File: src/rtl/dac_prot_pkg.sv
package dac_prot_pkg;
  localparam int n_chan = 4;
  // register byte offsets on apb
  localparam logic [7:0] off_power = 8'h08;
  localparam logic [7:0] off_control = 8'h04;
  localparam logic [7:0] off_dac_written = 8'h00;
  localparam logic [7:0] off_faults = 8'h0c;
  // power control word layout
  localparam int pos_power_up = 0;
  localparam int pos_thermal = 5;
  localparam int pos_overcurrent = 7;
  // control word layout
  localparam int pos_clamp_en = 0;
  localparam int pos_thermal_en = 1;
  // select code that addresses the power control register
  localparam logic [2:0] sel_power = 3'h2;
  localparam logic [2:0] sel_dac = 3'h0;
  localparam logic [3:0] power_up_reset = 4'h0;
  localparam logic clamp_en_reset = 1'b1;
  localparam logic thermal_en_reset = 1'b0;
  typedef struct packed {
    logic [3:0] clamp;
    logic [3:0] amp_connect;
  } chan_drive_s;
endpackage
File: src/rtl/dac_channel_protection_power.sv
// The implementer's own choices: the APB register port and the placing of the registers.
`timescale 1ns/10ps
// What this block does
// - outputs clamped until supplies stable and word written
// - four independent power-down states, all down at reset
// - powered-down channel clamped, amplifier disconnected
// - clamp-enable bit picks overcurrent response
// - clamp mode: alert follows short, self clears
// - auto mode: short powers down, sets alert
// - thermal shutdown off at reset, enable bit
// - thermal event sets thermal alert bit only while shutdown is enabled
// - thermal shutdown powers down all channels
// - power register reached with select 010
module dac_channel_protection_power (
  // clock and reset
  input wire logic clk,
  input wire logic nrst,
  // apb slave
  input wire logic psel,
  input wire logic penable,
  input wire logic pwrite,
  input wire logic [7:0] paddr,
  input wire logic [31:0] pwdata,
  output logic [31:0] prdata,
  output logic pready,
  output logic pslverr,
  // analog sense pins, asynchronous
  input wire logic supplies_ok,
  input wire logic [3:0] short_detect,
  input wire logic over_temp,
  // analog switch controls
  output dac_prot_pkg::chan_drive_s channel_output
);
  ////////////////////////////////////////////////////////////////
  logic [1:0] sup_s;
  logic [3:0] sh_s0, sh_s1;
  logic [1:0] ot_s;
  always_ff @(posedge clk or negedge nrst) begin
    if (!nrst) begin
      sup_s <= 2'h0;
      sh_s0 <= 4'h0;
      sh_s1 <= 4'h0;
      ot_s <= 2'h0;
    end else begin
      sup_s <= {sup_s[0], supplies_ok};
      sh_s0 <= short_detect;
      sh_s1 <= sh_s0;
      ot_s <= {ot_s[0], over_temp};
    end
  end
  wire supply_ok = sup_s[1];
  wire [3:0] shorted = sh_s1;
  wire hot = ot_s[1];
  ////////////////////////////////////////////////////////////////
  // apb decode, zero wait states
  logic [3:0] channel_power_up;
  logic [3:0] overcurrent_alert;
  logic thermal_alert;
  logic clamp_en;
  logic thermal_en;
  logic word_written;
  wire wr = psel && penable && pwrite;
  wire wr_power = wr && paddr == dac_prot_pkg::off_power;
  wire wr_ctrl = wr && paddr == dac_prot_pkg::off_control;
  wire wr_dac = wr && paddr == dac_prot_pkg::off_dac_written;
  wire mapped = paddr == dac_prot_pkg::off_power || paddr == dac_prot_pkg::off_control ||
                paddr == dac_prot_pkg::off_dac_written || paddr == dac_prot_pkg::off_faults;
  // power register: overcurrent bits, thermal bit, power-up bits; the rest read zero
  wire [31:0] power_word = {21'h0, overcurrent_alert, 1'b0, thermal_alert, 1'b0,
                            channel_power_up};
  wire [31:0] ctrl_word = {30'h0, thermal_en, clamp_en};
  wire [31:0] dac_word = {28'h0, supply_ok, word_written, dac_prot_pkg::sel_dac[1:0]};
  wire [31:0] fault_word = {26'h0, hot, 1'b0, shorted};
  wire [31:0] rd_mux = paddr == dac_prot_pkg::off_power ? power_word :
                       paddr == dac_prot_pkg::off_control ? ctrl_word :
                       paddr == dac_prot_pkg::off_dac_written ? dac_word :
                       paddr == dac_prot_pkg::off_faults ? fault_word : 32'h0;
  assign pready = 1'b1;
  assign pslverr = psel && penable && !mapped;
  always_ff @(posedge clk or negedge nrst) begin
    if (!nrst) prdata <= 32'h0;
    else if (psel && !penable && !pwrite) prdata <= rd_mux;
  end
  ////////////////////////////////////////////////////////////////
  always_ff @(posedge clk or negedge nrst) begin
    if (!nrst) begin
      clamp_en <= dac_prot_pkg::clamp_en_reset;
      thermal_en <= dac_prot_pkg::thermal_en_reset;
    end else if (wr_ctrl) begin
      clamp_en <= pwdata[dac_prot_pkg::pos_clamp_en];
      thermal_en <= pwdata[dac_prot_pkg::pos_thermal_en];
    end
  end
  // a word written before supplies settle still counts once they do
  always_ff @(posedge clk or negedge nrst) begin
    if (!nrst) word_written <= 1'b0;
    else if (wr_dac) word_written <= 1'b1;
  end
  wire released = supply_ok && word_written;
  ////////////////////////////////////////////////////////////////
  wire thermal_trip = thermal_en && hot;
  wire [3:0] auto_off = clamp_en ? 4'h0 : shorted;
  wire [3:0] host_power_up = pwdata[dac_prot_pkg::pos_power_up +: 4];
  // fault clears win over host power-up writes so a short cannot be re-armed
  wire [3:0] next_power_up = thermal_trip ? 4'h0 :
    ((wr_power ? host_power_up : channel_power_up) & ~auto_off);
  // auto mode: a power-up write clears the alert only where the short is gone
  wire [3:0] alert_clear = wr_power ? (host_power_up & ~shorted) : 4'h0;
  // alert follows the short in clamp mode, latched in auto mode
  wire [3:0] next_alert = clamp_en ? shorted :
    ((overcurrent_alert & ~alert_clear) | shorted);
  always_ff @(posedge clk or negedge nrst) begin
    if (!nrst) begin
      channel_power_up <= dac_prot_pkg::power_up_reset;
      overcurrent_alert <= 4'h0;
      thermal_alert <= 1'b0;
    end else begin
      channel_power_up <= next_power_up;
      overcurrent_alert <= next_alert;
      thermal_alert <= thermal_trip ? 1'b1 : (thermal_alert && hot && thermal_en);
    end
  end
  ////////////////////////////////////////////////////////////////
  wire [3:0] live = channel_power_up & {4{released}};
  always_ff @(posedge clk or negedge nrst) begin
    if (!nrst) begin
      channel_output.clamp <= 4'hf;
      channel_output.amp_connect <= 4'h0;
    end else begin
      channel_output.clamp <= ~live;
      channel_output.amp_connect <= live;
    end
  end
  ////////////////////////////////////////////////////////////////
  property p_clamp_when_down;
    @(posedge clk) disable iff (!nrst)
      !channel_power_up[0] |=> channel_output.clamp[0] && !channel_output.amp_connect[0];
  endproperty
  a_clamp_when_down: assert property (p_clamp_when_down) else $error("ch0 not clamped");
  property p_hold_until_word;
    @(posedge clk) disable iff (!nrst)
      !released |=> channel_output.amp_connect == 4'h0;
  endproperty
  a_hold_until_word: assert property (p_hold_until_word) else $error("amp early");
  property p_auto_off;
    @(posedge clk) disable iff (!nrst)
      (!clamp_en && shorted[1]) |=> !channel_power_up[1] && overcurrent_alert[1];
  endproperty
  a_auto_off: assert property (p_auto_off) else $error("auto power-down missing");
  property p_clamp_keeps;
    @(posedge clk) disable iff (!nrst)
      (clamp_en && shorted[2] && channel_power_up[2] && !wr_power && !thermal_trip)
        |=> channel_power_up[2] && overcurrent_alert[2];
  endproperty
  a_clamp_keeps: assert property (p_clamp_keeps) else $error("clamp mode wrong");
  property p_clamp_clear;
    @(posedge clk) disable iff (!nrst)
      (clamp_en && !shorted[3]) |=> !overcurrent_alert[3];
  endproperty
  a_clamp_clear: assert property (p_clamp_clear) else $error("alert stuck");
  property p_thermal;
    @(posedge clk) disable iff (!nrst)
      thermal_trip |=> channel_power_up == 4'h0 && thermal_alert;
  endproperty
  a_thermal: assert property (p_thermal) else $error("thermal shutdown missing");
  property p_thermal_off;
    @(posedge clk) disable iff (!nrst)
      (!thermal_en && !thermal_alert) |=> !thermal_alert;
  endproperty
  a_thermal_off: assert property (p_thermal_off) else $error("thermal while off");
  property p_ro_thermal;
    @(posedge clk) disable iff (!nrst)
      (wr_power && !thermal_trip && !thermal_alert) |=> !thermal_alert;
  endproperty
  a_ro_thermal: assert property (p_ro_thermal) else $error("host set alert");
  property p_write_power;
    @(posedge clk) disable iff (!nrst)
      (wr_power && !thermal_trip && clamp_en) |=> channel_power_up == $past(host_power_up);
  endproperty
  a_write_power: assert property (p_write_power) else $error("power write lost");
  property p_auto_write;
    @(posedge clk) disable iff (!nrst)
      (wr_power && !thermal_trip && !clamp_en)
        |=> channel_power_up == ($past(host_power_up) & ~$past(shorted));
  endproperty
  a_auto_write: assert property (p_auto_write) else $error("short re-armed");
  property p_alert_sticky;
    @(posedge clk) disable iff (!nrst)
      (!clamp_en && overcurrent_alert[0] && !(wr_power && host_power_up[0]))
        |=> overcurrent_alert[0];
  endproperty
  a_alert_sticky: assert property (p_alert_sticky) else $error("alert lost");
  property p_alert_ro;
    @(posedge clk) disable iff (!nrst)
      (wr_power && clamp_en && !shorted[1]) |=> !overcurrent_alert[1];
  endproperty
  a_alert_ro: assert property (p_alert_ro) else $error("host set overcurrent");
  property p_release;
    @(posedge clk) disable iff (!nrst)
      (released && channel_power_up[1])
        |=> channel_output.amp_connect[1] && !channel_output.clamp[1];
  endproperty
  a_release: assert property (p_release) else $error("channel not released");
  property p_stays_down;
    @(posedge clk) disable iff (!nrst)
      (!channel_power_up[0] && !wr_power) |=> !channel_power_up[0];
  endproperty
  a_stays_down: assert property (p_stays_down) else $error("channel woke alone");
  property p_mapped_ok;
    @(posedge clk) disable iff (!nrst)
      (psel && penable && paddr == dac_prot_pkg::off_power) |-> !pslverr;
  endproperty
  a_mapped_ok: assert property (p_mapped_ok) else $error("error on power register");
  property p_thermal_dis;
    @(posedge clk) disable iff (!nrst)
      !thermal_en |=> !thermal_alert;
  endproperty
  a_thermal_dis: assert property (p_thermal_dis) else $error("alert with trip off");
  c_live: cover property (@(posedge clk) disable iff (!nrst) channel_output.amp_connect[0]);
  c_auto: cover property (@(posedge clk) disable iff (!nrst) !clamp_en && shorted[0]);
  c_therm: cover property (@(posedge clk) disable iff (!nrst) thermal_trip);
  // clamp mode keeps a shorted channel driving
  c_clamp_short: cover property (@(posedge clk) disable iff (!nrst)
    clamp_en && (shorted & channel_output.amp_connect) != 4'h0);
  c_recover: cover property (@(posedge clk) disable iff (!nrst)
    !clamp_en && wr_power && overcurrent_alert != 4'h0);
endmodule // dac_channel_protection_power

File: config.mk
export PLATFORM = sky130hd
export DESIGN_NAME = dac_channel_protection_power
export DESIGN_NICKNAME = d
export VERILOG_FILES = /design/src/rtl/dac_prot_pkg.sv /design/src/rtl/dac_channel_protection_power.sv
export SDC_FILE = /design/constraint.sdc
export NUM_CORES = 1
export LEC_CHECK = 0
export BUFFER_PORTS_ARGS = -buffer_cell sky130_fd_sc_hd__buf_2
export CORE_AREA = 3 3 68 70
export CTS_BUF_LIST = sky130_fd_sc_hd__clkbuf_16
export DETAILED_ROUTE_END_ITERATION = 7
export DIE_AREA = 0 0 71 73
export GPL_ROUTABILITY_DRIVEN = 0
export PLACE_DENSITY = 0.84
export SLEW_MARGIN = 10
export SYNTH_ARGS = -nofsm -noshare
export SYNTH_HDL_FRONTEND = slang
export SYNTH_SLANG_ARGS = --single-unit
File: constraint.sdc
create_clock -name clk -period 1.9 [get_ports clk]
set_clock_uncertainty 0.15 [all_clocks]
set_input_delay 0.38 -clock clk [delete_from_list [all_inputs] [get_ports clk]]
set_output_delay 0.38 -clock clk [all_outputs]
set_load 0.05 [all_outputs]
**Word-level counts from Yosys, hierarchy flattened**

Index checks and enable logic that the tools add are counted.
W data, S select, Z words.

- Register bits: 64
- Latch bits: 0
- RAM bits: 0
- Bits in read-only memories: 0
- Input port bits: 51
- Output and inout bits: 42
- Memories: 0

- $add $sub $neg: 0
- Multipliers: 0
- Divide/modulo/power cells: 0
- Magnitude comparators: 0
- Eq/ne operators: 3
- Shift-type cells: 0
- Muxes and demuxes: 10
- Bitwise operators: 9
- Reductions and logical operators: 19

Operator list:

| kind | count |
|---|---|
| $mux W4 | 5 |
| $mux W6 | 3 |
| $and A4 B4 Y4 | 4 |
| $eq A8 B4 Y1 const B | 2 |
| $not A4 Y4 | 4 |
| $logic_and A1 B1 Y1 | 12 |
| $mux W11 | 1 |
| $eq A8 B3 Y1 const B | 1 |
| $logic_not A8 Y1 | 1 |
| $or A4 B4 Y4 | 1 |
| $logic_not A1 Y1 | 3 |
| $logic_or A1 B1 Y1 | 3 |
| $mux W1 | 1 |

**Logic depth before layout (Yosys ltp)**

Gate-level depths: netlist of the first run.

- Depth after elaboration: 8
- Gate-level depth with buffers: 4
- Mapped depth without buffers: 3

**Worst setup path before layout of the first run**

No wires, ideal clock.

- Path type: input-to-output
- Start: in paddr[1]
- End: out pslverr
- Arrival time: 1.280 ns
- Data required time: 1.370 ns
- Path slack: 0.090 ns
- Stages: 3
- Path buffers: 0
- Cell sequence: nor4_4 -> nand2_1 -> and3_1

- Cells in the longest elaborated chain, start to end: 6
- Elaborated cells on any way between the ends: 9
- Those cells by class: eq/ne (3); reduce/logical (6)

RTL lines:

| element | RTL line | text |
|---|---|---|
| start: declaration | dac_channel_protection_power.sv:22 | `input wire logic [7:0] paddr,` |
| $eq A8 B4 Y1 or $eq A8 B3 Y1 (tied branches) | dac_channel_protection_power.sv:66 | `wire mapped = paddr == dac_prot_pkg::off_power \|\| paddr == dac_prot_pkg::off_control \|\|` |
| $logic_or A1 B1 Y1 (2 in a row) | dac_channel_protection_power.sv:66 |  |
| $logic_or A1 B1 Y1 * | dac_channel_protection_power.sv:67 | `paddr == dac_prot_pkg::off_dac_written \|\| paddr == dac_prot_pkg::off_faults;` |
| $logic_not A1 Y1 * | dac_channel_protection_power.sv:79 | `assign pslverr = psel && penable && !mapped;` |
| $logic_and A1 B1 Y1 * | dac_channel_protection_power.sv:79 |  |
| end: declaration | dac_channel_protection_power.sv:26 | `output logic pslverr,` |

Mark *: on every way between the ends. The rest lies on a longest branch, timed or not.

**Worst setup path after layout of the first run**

- Start: in paddr[4]
- End: out pslverr

Same word-level chain as after synthesis.

==> run summary, run 1 <==
Measured in cells, the most critical reg-to-reg path has a length of 2. The worst setup path is launched from a primary input. The worst setup path is captured at an output pin. The mean cell area of the mapped netlist came out at 11.68 µm². Clock tree synthesis inserted a total of 5 buffers.

The number of warnings issued by yosys is 0. The post-route netlist has 35.96% of its cells at a drive strength greater than 1. The tools report the number of placement rows as 23. Measured along the y axis, the die boundary spans 73 µm. Across the run, the number of max-cap violations was 0. On the critical path, the stage with the largest delay is an instance of nor4_4. The number of placed instances, taps included, is 244. Across every metal layer, demand over resource in global routing totals 13.23%. For this run the aggregate overflow at the end of global routing stands at 0. Yosys mapped the design onto 29 distinct sky130hd cell types. The tools report the number of antenna violations at the first check in global routing as 0. Setup repair after global routing left no endpoint under its margin.

By startpoint and endpoint, the worst setup path is classified as in2out. Along the worst path, the maximum fanout reaches 2. Data on the critical path is required at its endpoint by 1370 ps.

The setup slack after layout is 61.85 ps. Total count of max-transition violations in the final report: 0. For this design the static power due to leakage is 1.062 nW. The sequential element share of the synthesized area came out at 58.55%.

In this run the remaining antenna-violating nets after routing total 0. Across the VDD grid, the largest voltage drop is 0.5139 mV. The number of cells traversed by the worst hold path works out to 1. TritonCTS built the clock tree. The run finished with clean final reports. For the sum of negative setup slack, the log shows 0 ps. The repair_antennas step left the layout with diodes totalling 0. The core region is 4029 µm². The hold path endpoint is sh_s0[1]. The die is 71 µm wide. The detailed router's first-iteration violation count was 99; the power density relative to cell area was 884.2 nW/µm². The pre-CTS setup slack is 30.80 ps, and the peak per-stage delay on the critical path is 330 ps. For flop-to-flop paths, the worst setup slack is 680 ps.

The kind of cell adding the most delay to the critical path is simple AND/OR/NAND/NOR gates. The root buffer cell chosen for the clock tree is clkbuf_16. The number of hold violations in the final report was 0; the pin count of the biggest net entering global routing was 22.

In this run the critical register-to-register path is captured at channel_power_up[3]. For this design the top-level I/O count stands at 93. For the number of H-tree levels, the log shows 2. The average via count per standard cell works out to 4.826. The total iterations of the first detailed-routing run is 4.

For the via count, the log shows 1,221. The number of buffers on the longest clock path is 2. After detailed routing, the total wire length is 3.314 mm. After detailed routing, the number of remaining DRC violations is 0. The tools report the origin of the critical flop-to-flop path as clamp_en. In the finished design, the share of the clock period the worst path needs comes to 96.74%.

The finished layout holds 253 standard cells, fillers aside. After technology mapping, the gate count stands at 151. The logs give 43.76% for the starting utilization of the core area and 270 ps for the clock latency on the worst-skew pair. The clock period could shrink to 1838 ps.

The sum of buffers and inverters on the critical path is 2, and the clock net sink count is 41. The number of synthesized register bits was 41. The top cell types in the final layout, fill and taps aside, are 39 x buf_2, 36 x dfrtp_1, 24 x conb_1. The library cell used most frequently in the layout, excluding fill and tap cells, is buf_2.

In this run the tool buffered the top-level ports with 40 buffer cells. Setup violations remaining at the end of the flow were counted as 0. The via count of the first global-routing pass came out at 1,113. Clock-pin slew was measured on the worst setup and hold paths at 50 ps.

The combined area of all synthesized cells was 1763 µm². STA puts the critical path data arrival time at 1310 ps. The highest clock frequency the design can meet is 544.0 MHz. The HPWL after detailed placement is 2.545 mm.

Traced cell by cell, the critical path runs through buf_2 -> nor4_4 -> nand2_1 -> and3_1 -> buf_6. The floorplan step defined a die boundary enclosing 5183 µm². The post-detailed-route wirelength per cell was 13.10 µm; the number of nets in the finished design was 253. The area growth from synthesis to final layout came out at 21.50%. The path class of the tightest hold or removal check is in2reg. The worst hold path begins at short_detect[1]. The first-pass GRT wire length was 5.250 mm.
[power breakdown]
part           switching [W]  internal (W)
logic               0.000171     0.0000491
clock network       0.000299      0.000475
registers         0.00000935      0.000891
[layout make-up]
class | count | area [µm²]
Fill cell | 347 | 1887
Sequential cell | 41 | 1032
Multi-Input combinational cell | 98 | 593.1
Timing Repair Buffer | 49 | 289.0
Clock buffer | 5 | 125.1
Tap cell | 50 | 62.56
Inverter | 7 | 26.28
Clock inverter | 3 | 13.76
[Yosys cell counts]
library cell | count | area (µm²)
nand4_1 | 5 | 31.28
mux2i_1 | 2 | 20.02
nor3b_1 | 1 | 7.510
a22oi_1 | 2 | 15.01
nor4b_2 | 1 | 15.01
buf_4 | 24 | 180.2
o41ai_1 | 1 | 8.760
nor2b_1 | 2 | 12.51
inv_1 | 7 | 26.28
nand4_2 | 1 | 12.51
o21a_1 | 2 | 15.01
a221oi_1 | 4 | 35.03
buf_2 | 2 | 10.01
or3b_2 | 1 | 8.760
conb_1 | 2 | 7.510
a31o_2 | 4 | 35.03
o31ai_1 | 4 | 30.03
or4_1 | 1 | 7.510
nor2_1 | 1 | 3.750
dfstp_2 | 5 | 131.4
or4b_1 | 1 | 10.01
mux2_2 | 5 | 56.30
clkbuf_1 | 1 | 3.750
and3_1 | 2 | 12.51
o21ai_0 | 9 | 45.04
nor4_4 | 1 | 21.27
nand2_1 | 16 | 60.06
nand3_1 | 8 | 40.04
dfrtp_1 | 36 | 900.9
[worst max-delay path by stage]
stage               startpoint  endpoint  cells after the start
floorplan             paddr[1]   pslverr                      3
global placement      paddr[1]   pslverr                      5
detailed placement    paddr[1]   pslverr                      5
CTS                   paddr[1]   pslverr                      5
global route          paddr[4]   pslverr                      5
finish                paddr[4]   pslverr                      5
[metal layers]
layer	up-vias	GRT usage, %	share of wire (%)
li1	584	-	-
met1	570	19.36	46
met4	0	6.889	1.6
met5	-	0	0
met3	5	3.581	9.6
met2	62	17.82	42
[sequential cells by signal, indices dropped and copies added (netlist names)]
name / cells
word_written: 1
sh_s0: 4
thermal_alert: 1
ot_s: 2
channel_power_up: 4
thermal_en: 1
prdata: 9
sh_s1: 4
overcurrent_alert: 4
clamp_en: 1
sup_s: 2
channel_output: 8
[repair_timing]
| action | in CTS | in global routing |
|---|---|---|
| hold buffers | 1 | 0 |
| hold endpoints to repair | 16 | 0 |
| gates resized for setup | 0 | 3 |
| endpoints found under the setup margin | 0 | 1 |
| buffers inserted | 0 | 0 |
[metrics by stage]
| step | hold slack, ps | instance area, µm² | power (W) | util (%) |
|---|---|---|---|---|
| 6_report | 58.64 | 2142 | 0.001894 | 53.17 |
| 5_1_grt | 52.12 | 2142 | 0.001968 | 53.17 |
| 4_1_cts | 51.88 | 2136 | 0.001916 | 53.01 |
| 3_5_place_dp | 184.7 | 1987 | 0.001130 | 49.32 |
| 3_3_place_gp | 183.5 | 1987 | 0.001127 | 49.32 |
| 2_1_floorplan | -65.59 | 1846 | 0.001098 | - |
[kinds of logic after synthesis]
group / Yosys count / share of synthesized area [%]
flip-flops: 41 / 58.55
AND/OR/NAND/NOR: 41 / 13.77
buffers and inverters: 34 / 12.49
AO/OA/AOI/OAI: 26 / 10.43
multiplexers: 7 / 4.329
other: 2 / 0.4260
(Power assumes the default switching activity.)
==> inputs of run 2 (changes only) <==
- CORE_AREA: 3 3 68 70 -> 2 2 67 69
- DIE_AREA: 0 0 71 73 -> 0 0 69 71
==> run 2 against run 1 <==
  * Global-route usage rose by 2.3 points
  * Final area fell by 0.12%
  * Critical endpoint unchanged
  * Via count rose by 2.9%
  * Clock power fell by 0.8%
  * Wire length rose by 3.5%
  * Die area fell by 5.5%
  * Maximum frequency rose by 1.5%
  * Clock-buffer cell count did not move
  * Worst hold slack got worse by 1.6 ps
  * Non-clock buffer count rose by 1
  * Combinational power barely moved
  * Critical path depth did not move
==> run summary, run 2 (synthesized netlist as in run 1, its figures left out) <==
Internal power component: 0.001414 W (-0.12%). The kind of cell adding the most delay to the critical path was simple AND/OR/NAND/NOR gates. Setup repair after global routing left no endpoint under its margin. The maximum fanout along the worst path was 2 (unchanged). The die width was 69 µm (-2.8%); the number of cells on the worst reg-to-reg path was 2 (unchanged).

For the number of buffers inserted to repair setup after CTS, the log shows 0 (unchanged). The number of placement rows was 24 (+4.3%). Number of gates on the worst path with buffers counted: 5 (unchanged). The peak per-stage delay on the critical path came out at 310 ps (-20 ps). The endpoint identified for the worst register-to-register timing path is channel_power_up[2].

The quantity of I/O buffers inserted on ports is 40 (unchanged), and the sequential group share of total power is 47.7% (+0.2 points). The starting utilization of the core area came out at 41.93% (-1.8 points). The number of ports placed on the die boundary is 93 (unchanged), and the final clock period utilization by the worst path is 95.31% (-1.4 points).

The via count was 1,256 (+2.9%); the sum of negative setup slack was 0 ps (unchanged). The total count of max-transition violations in the final report came out at 0 (unchanged). More flip-flops sit in one register than any other, and that register is prdata.

The logs give 25 (+14%) for the pin count of the biggest net entering global routing and 552.2 MHz (+1.5%) for the highest clock frequency the design can meet. The logs give 2 (unchanged) for the number of buffers on the longest clock path and 254 (+0.40%) for the number of nets in the finished design. In this run the critical register-to-register path is launched from clamp_en. Count of antenna diodes in the layout: 0 (unchanged). The tightest min-delay check is of the in2reg type.

The path with the worst hold slack has its endpoint at ot_s[0]. Total placed cells including tap cells: 247 (+1.2%). The number of standard cells in the layout, taps in and fillers out was 256 (+1.2%); the clock-pin slew reported for the worst setup and hold paths after clock tree synthesis was 50 ps (about the same).

Headroom to the max-slew limit came out at 64.63%. The tools report the clock latency on the worst-skew pair as 280 ps (about the same). Cell at the root of the clock tree: clkbuf_16. The critical path starts at paddr[4]. The run finished with clean final reports. The tools report the clock network power share as 40.7% (-0.2 points). The vertical extent of the die is 71 µm (-2.7%), and the total wire length is 3.430 mm (+3.5%).

The number of flip-flops under the largest register name came out at 9 (unchanged). The run gives 0 (unchanged) as the number of hold violations in the final report. The signal on the critical path passes through buf_2 -> nor4_4 -> nand2_1 -> and3_1 -> buf_6. The standard cell with the maximum stage delay on the critical path is nor4_4. The tools report the number of buffers added by the clock tree synthesis step as 5 (unchanged).

The number of H-tree levels was 2 (unchanged); the sum of buffers and inverters on the critical path was 2 (unchanged). The total routing resource utilization after global routing is 15.51% (+2.3 points). In the layout the commonest cells are 39 x buf_2, 36 x dfrtp_1, 24 x conb_1.

The tools report the endpoint type of the worst setup path as an output pin. The tools report the post-detailed-route count of antenna-violating nets as 0 (unchanged). For the slack of the worst reg-to-reg path, the log shows 670 ps (about the same).

The sum of overflow across all layers after global routing was 0 (unchanged). The combinational group share of total power came out at 11.6% (about the same). The run gives 0 (unchanged) as the total DRC errors in the routed layout.

The average via count per standard cell works out to 4.906 (+1.7%). In the final layout, the registers with the most flip-flops are prdata: 9 flops, channel_output: 8 flops. STA classifies the critical path startpoint as a primary input.

The number of antenna violations at the first check in global routing is 0 (unchanged), and the final period demand of the worst path is 1811 ps (-27.28 ps). The actual transition at the worst max-transition pin is 530.5 ps. The number of cells traversed by the worst hold path works out to 1 (unchanged).

The critical path start-end classification was in2out. The power density relative to cell area is 882.3 nW/µm² (-0.21%). TritonCTS built the clock tree. Leakage power: 1.063 nW (about the same).

The library cell used most frequently in the layout, excluding fill and tap cells, is buf_2. The tools report the reported net switching power as 0.0004742 W (-0.96%). The share of post-route cells with drive strength above 1 works out to 36.27% (+0.31 points). The total half-perimeter wirelength after legalization and detailed placement was 2.623 mm (+3.1%). The fraction of power spent switching nets was 25.12% (-0.16 points); the clock net sink count was 41 (unchanged).

The tools report the via count of the first global-routing pass as 1,239 (+11%). The detailed router's first-iteration violation count was 121 (+22%); the area growth from synthesis to final layout was 21.36%. The full die area was 4899 µm² (-5.5%). Number of max-cap violations: 0 (unchanged).

The core footprint came out at 4204 µm² (+4.3%). The total iterations of the first detailed-routing run came out at 4 (unchanged). The number of failing setup endpoints in the final timing report was 0 (unchanged); the post-detailed-route wirelength per cell was 13.40 µm (+2.3%). The worst hold path begins at over_temp.

The run gives 0.4734 mV (-7.9%) as the largest vdd supply drop. The total power came out at 0.001888 W (-0.33%). The first-pass GRT wire length is 5.796 mm (+10%). The arrival time of data at the critical path endpoint was 1280 ps (-30 ps).

The required time of the critical path came out at 1370 ps (about the same).
-- run 2: cell count changes in the layout (fill, tap and decap cells not counted), sizes merged --
cell and change:
buf +1
-- run 2: routing by layer --
metal / global-route usage [%] / vias to the layer above / part of all wire, %
met5: 0 / - / 0
met4: 7.625 / 0 / 1.5
met3: 5.840 / 6 / 7.3
met2: 23.50 / 57 / 48
met1: 19.66 / 606 / 43
li1: - / 587 / -
-- run 2: worst register-to-register path: stages (launching register included) --
cell,delay (ps)
dfstp_2,540
inv_1,120
a221oi_1,320
-- run 2: cell type report --
cell class                 instances  area [µm²]
inverter                           7       26.28
tap                               52       65.06
clock buffer                       5       125.1
fill                             387        2064
clock inverter                     3       13.76
timing repair buffer              50       284.0
multi-input combinational         98       593.1
sequential                        41        1032
-- run 2: how the worst max path moves through the flow --
stage	slack, ps	endpoint
final	90	pslverr
after global routing	10	pslverr
after CTS	30	pslverr
after detailed placement	30	pslverr
after global placement	20	pslverr
after floorplan	90	pslverr
-- run 2: what timing repair did --
item,in CTS,in global routing
hold buffers,1,0
hold endpoints to repair,17,0
endpoints found under the setup margin,0,1
gates resized for setup,0,3
-- run 2: power by group through the flow --
stage | sequential, W | combinational [W] | clock (W)
2_1_floorplan | 0.000915 | 0.000183 | 0
3_3_place_gp | 0.000914 | 0.000211 | 0
3_5_place_dp | 0.000915 | 0.000214 | 0
4_1_cts | 0.000900 | 0.000217 | 0.000798
5_1_grt | 0.000901 | 0.000234 | 0.000841
6_report | 0.000901 | 0.000219 | 0.000768
-- run 2: metrics by stage --
| step | hold slack [ps] | util, % | instance area [µm²] | setup slack (ps) |
|---|---|---|---|---|
| after CTS | 51.42 | 50.74 | 2133 | 26.70 |
| after global placement | 183.6 | 47.20 | 1984 | 24.93 |
| after detailed placement | 184.7 | 47.20 | 1984 | 28.22 |
| after floorplan | -65.59 | - | 1846 | 90.30 |
| final | 57.01 | 50.89 | 2140 | 89.13 |
| after global routing | 48.99 | 50.89 | 2140 | 14.55 |
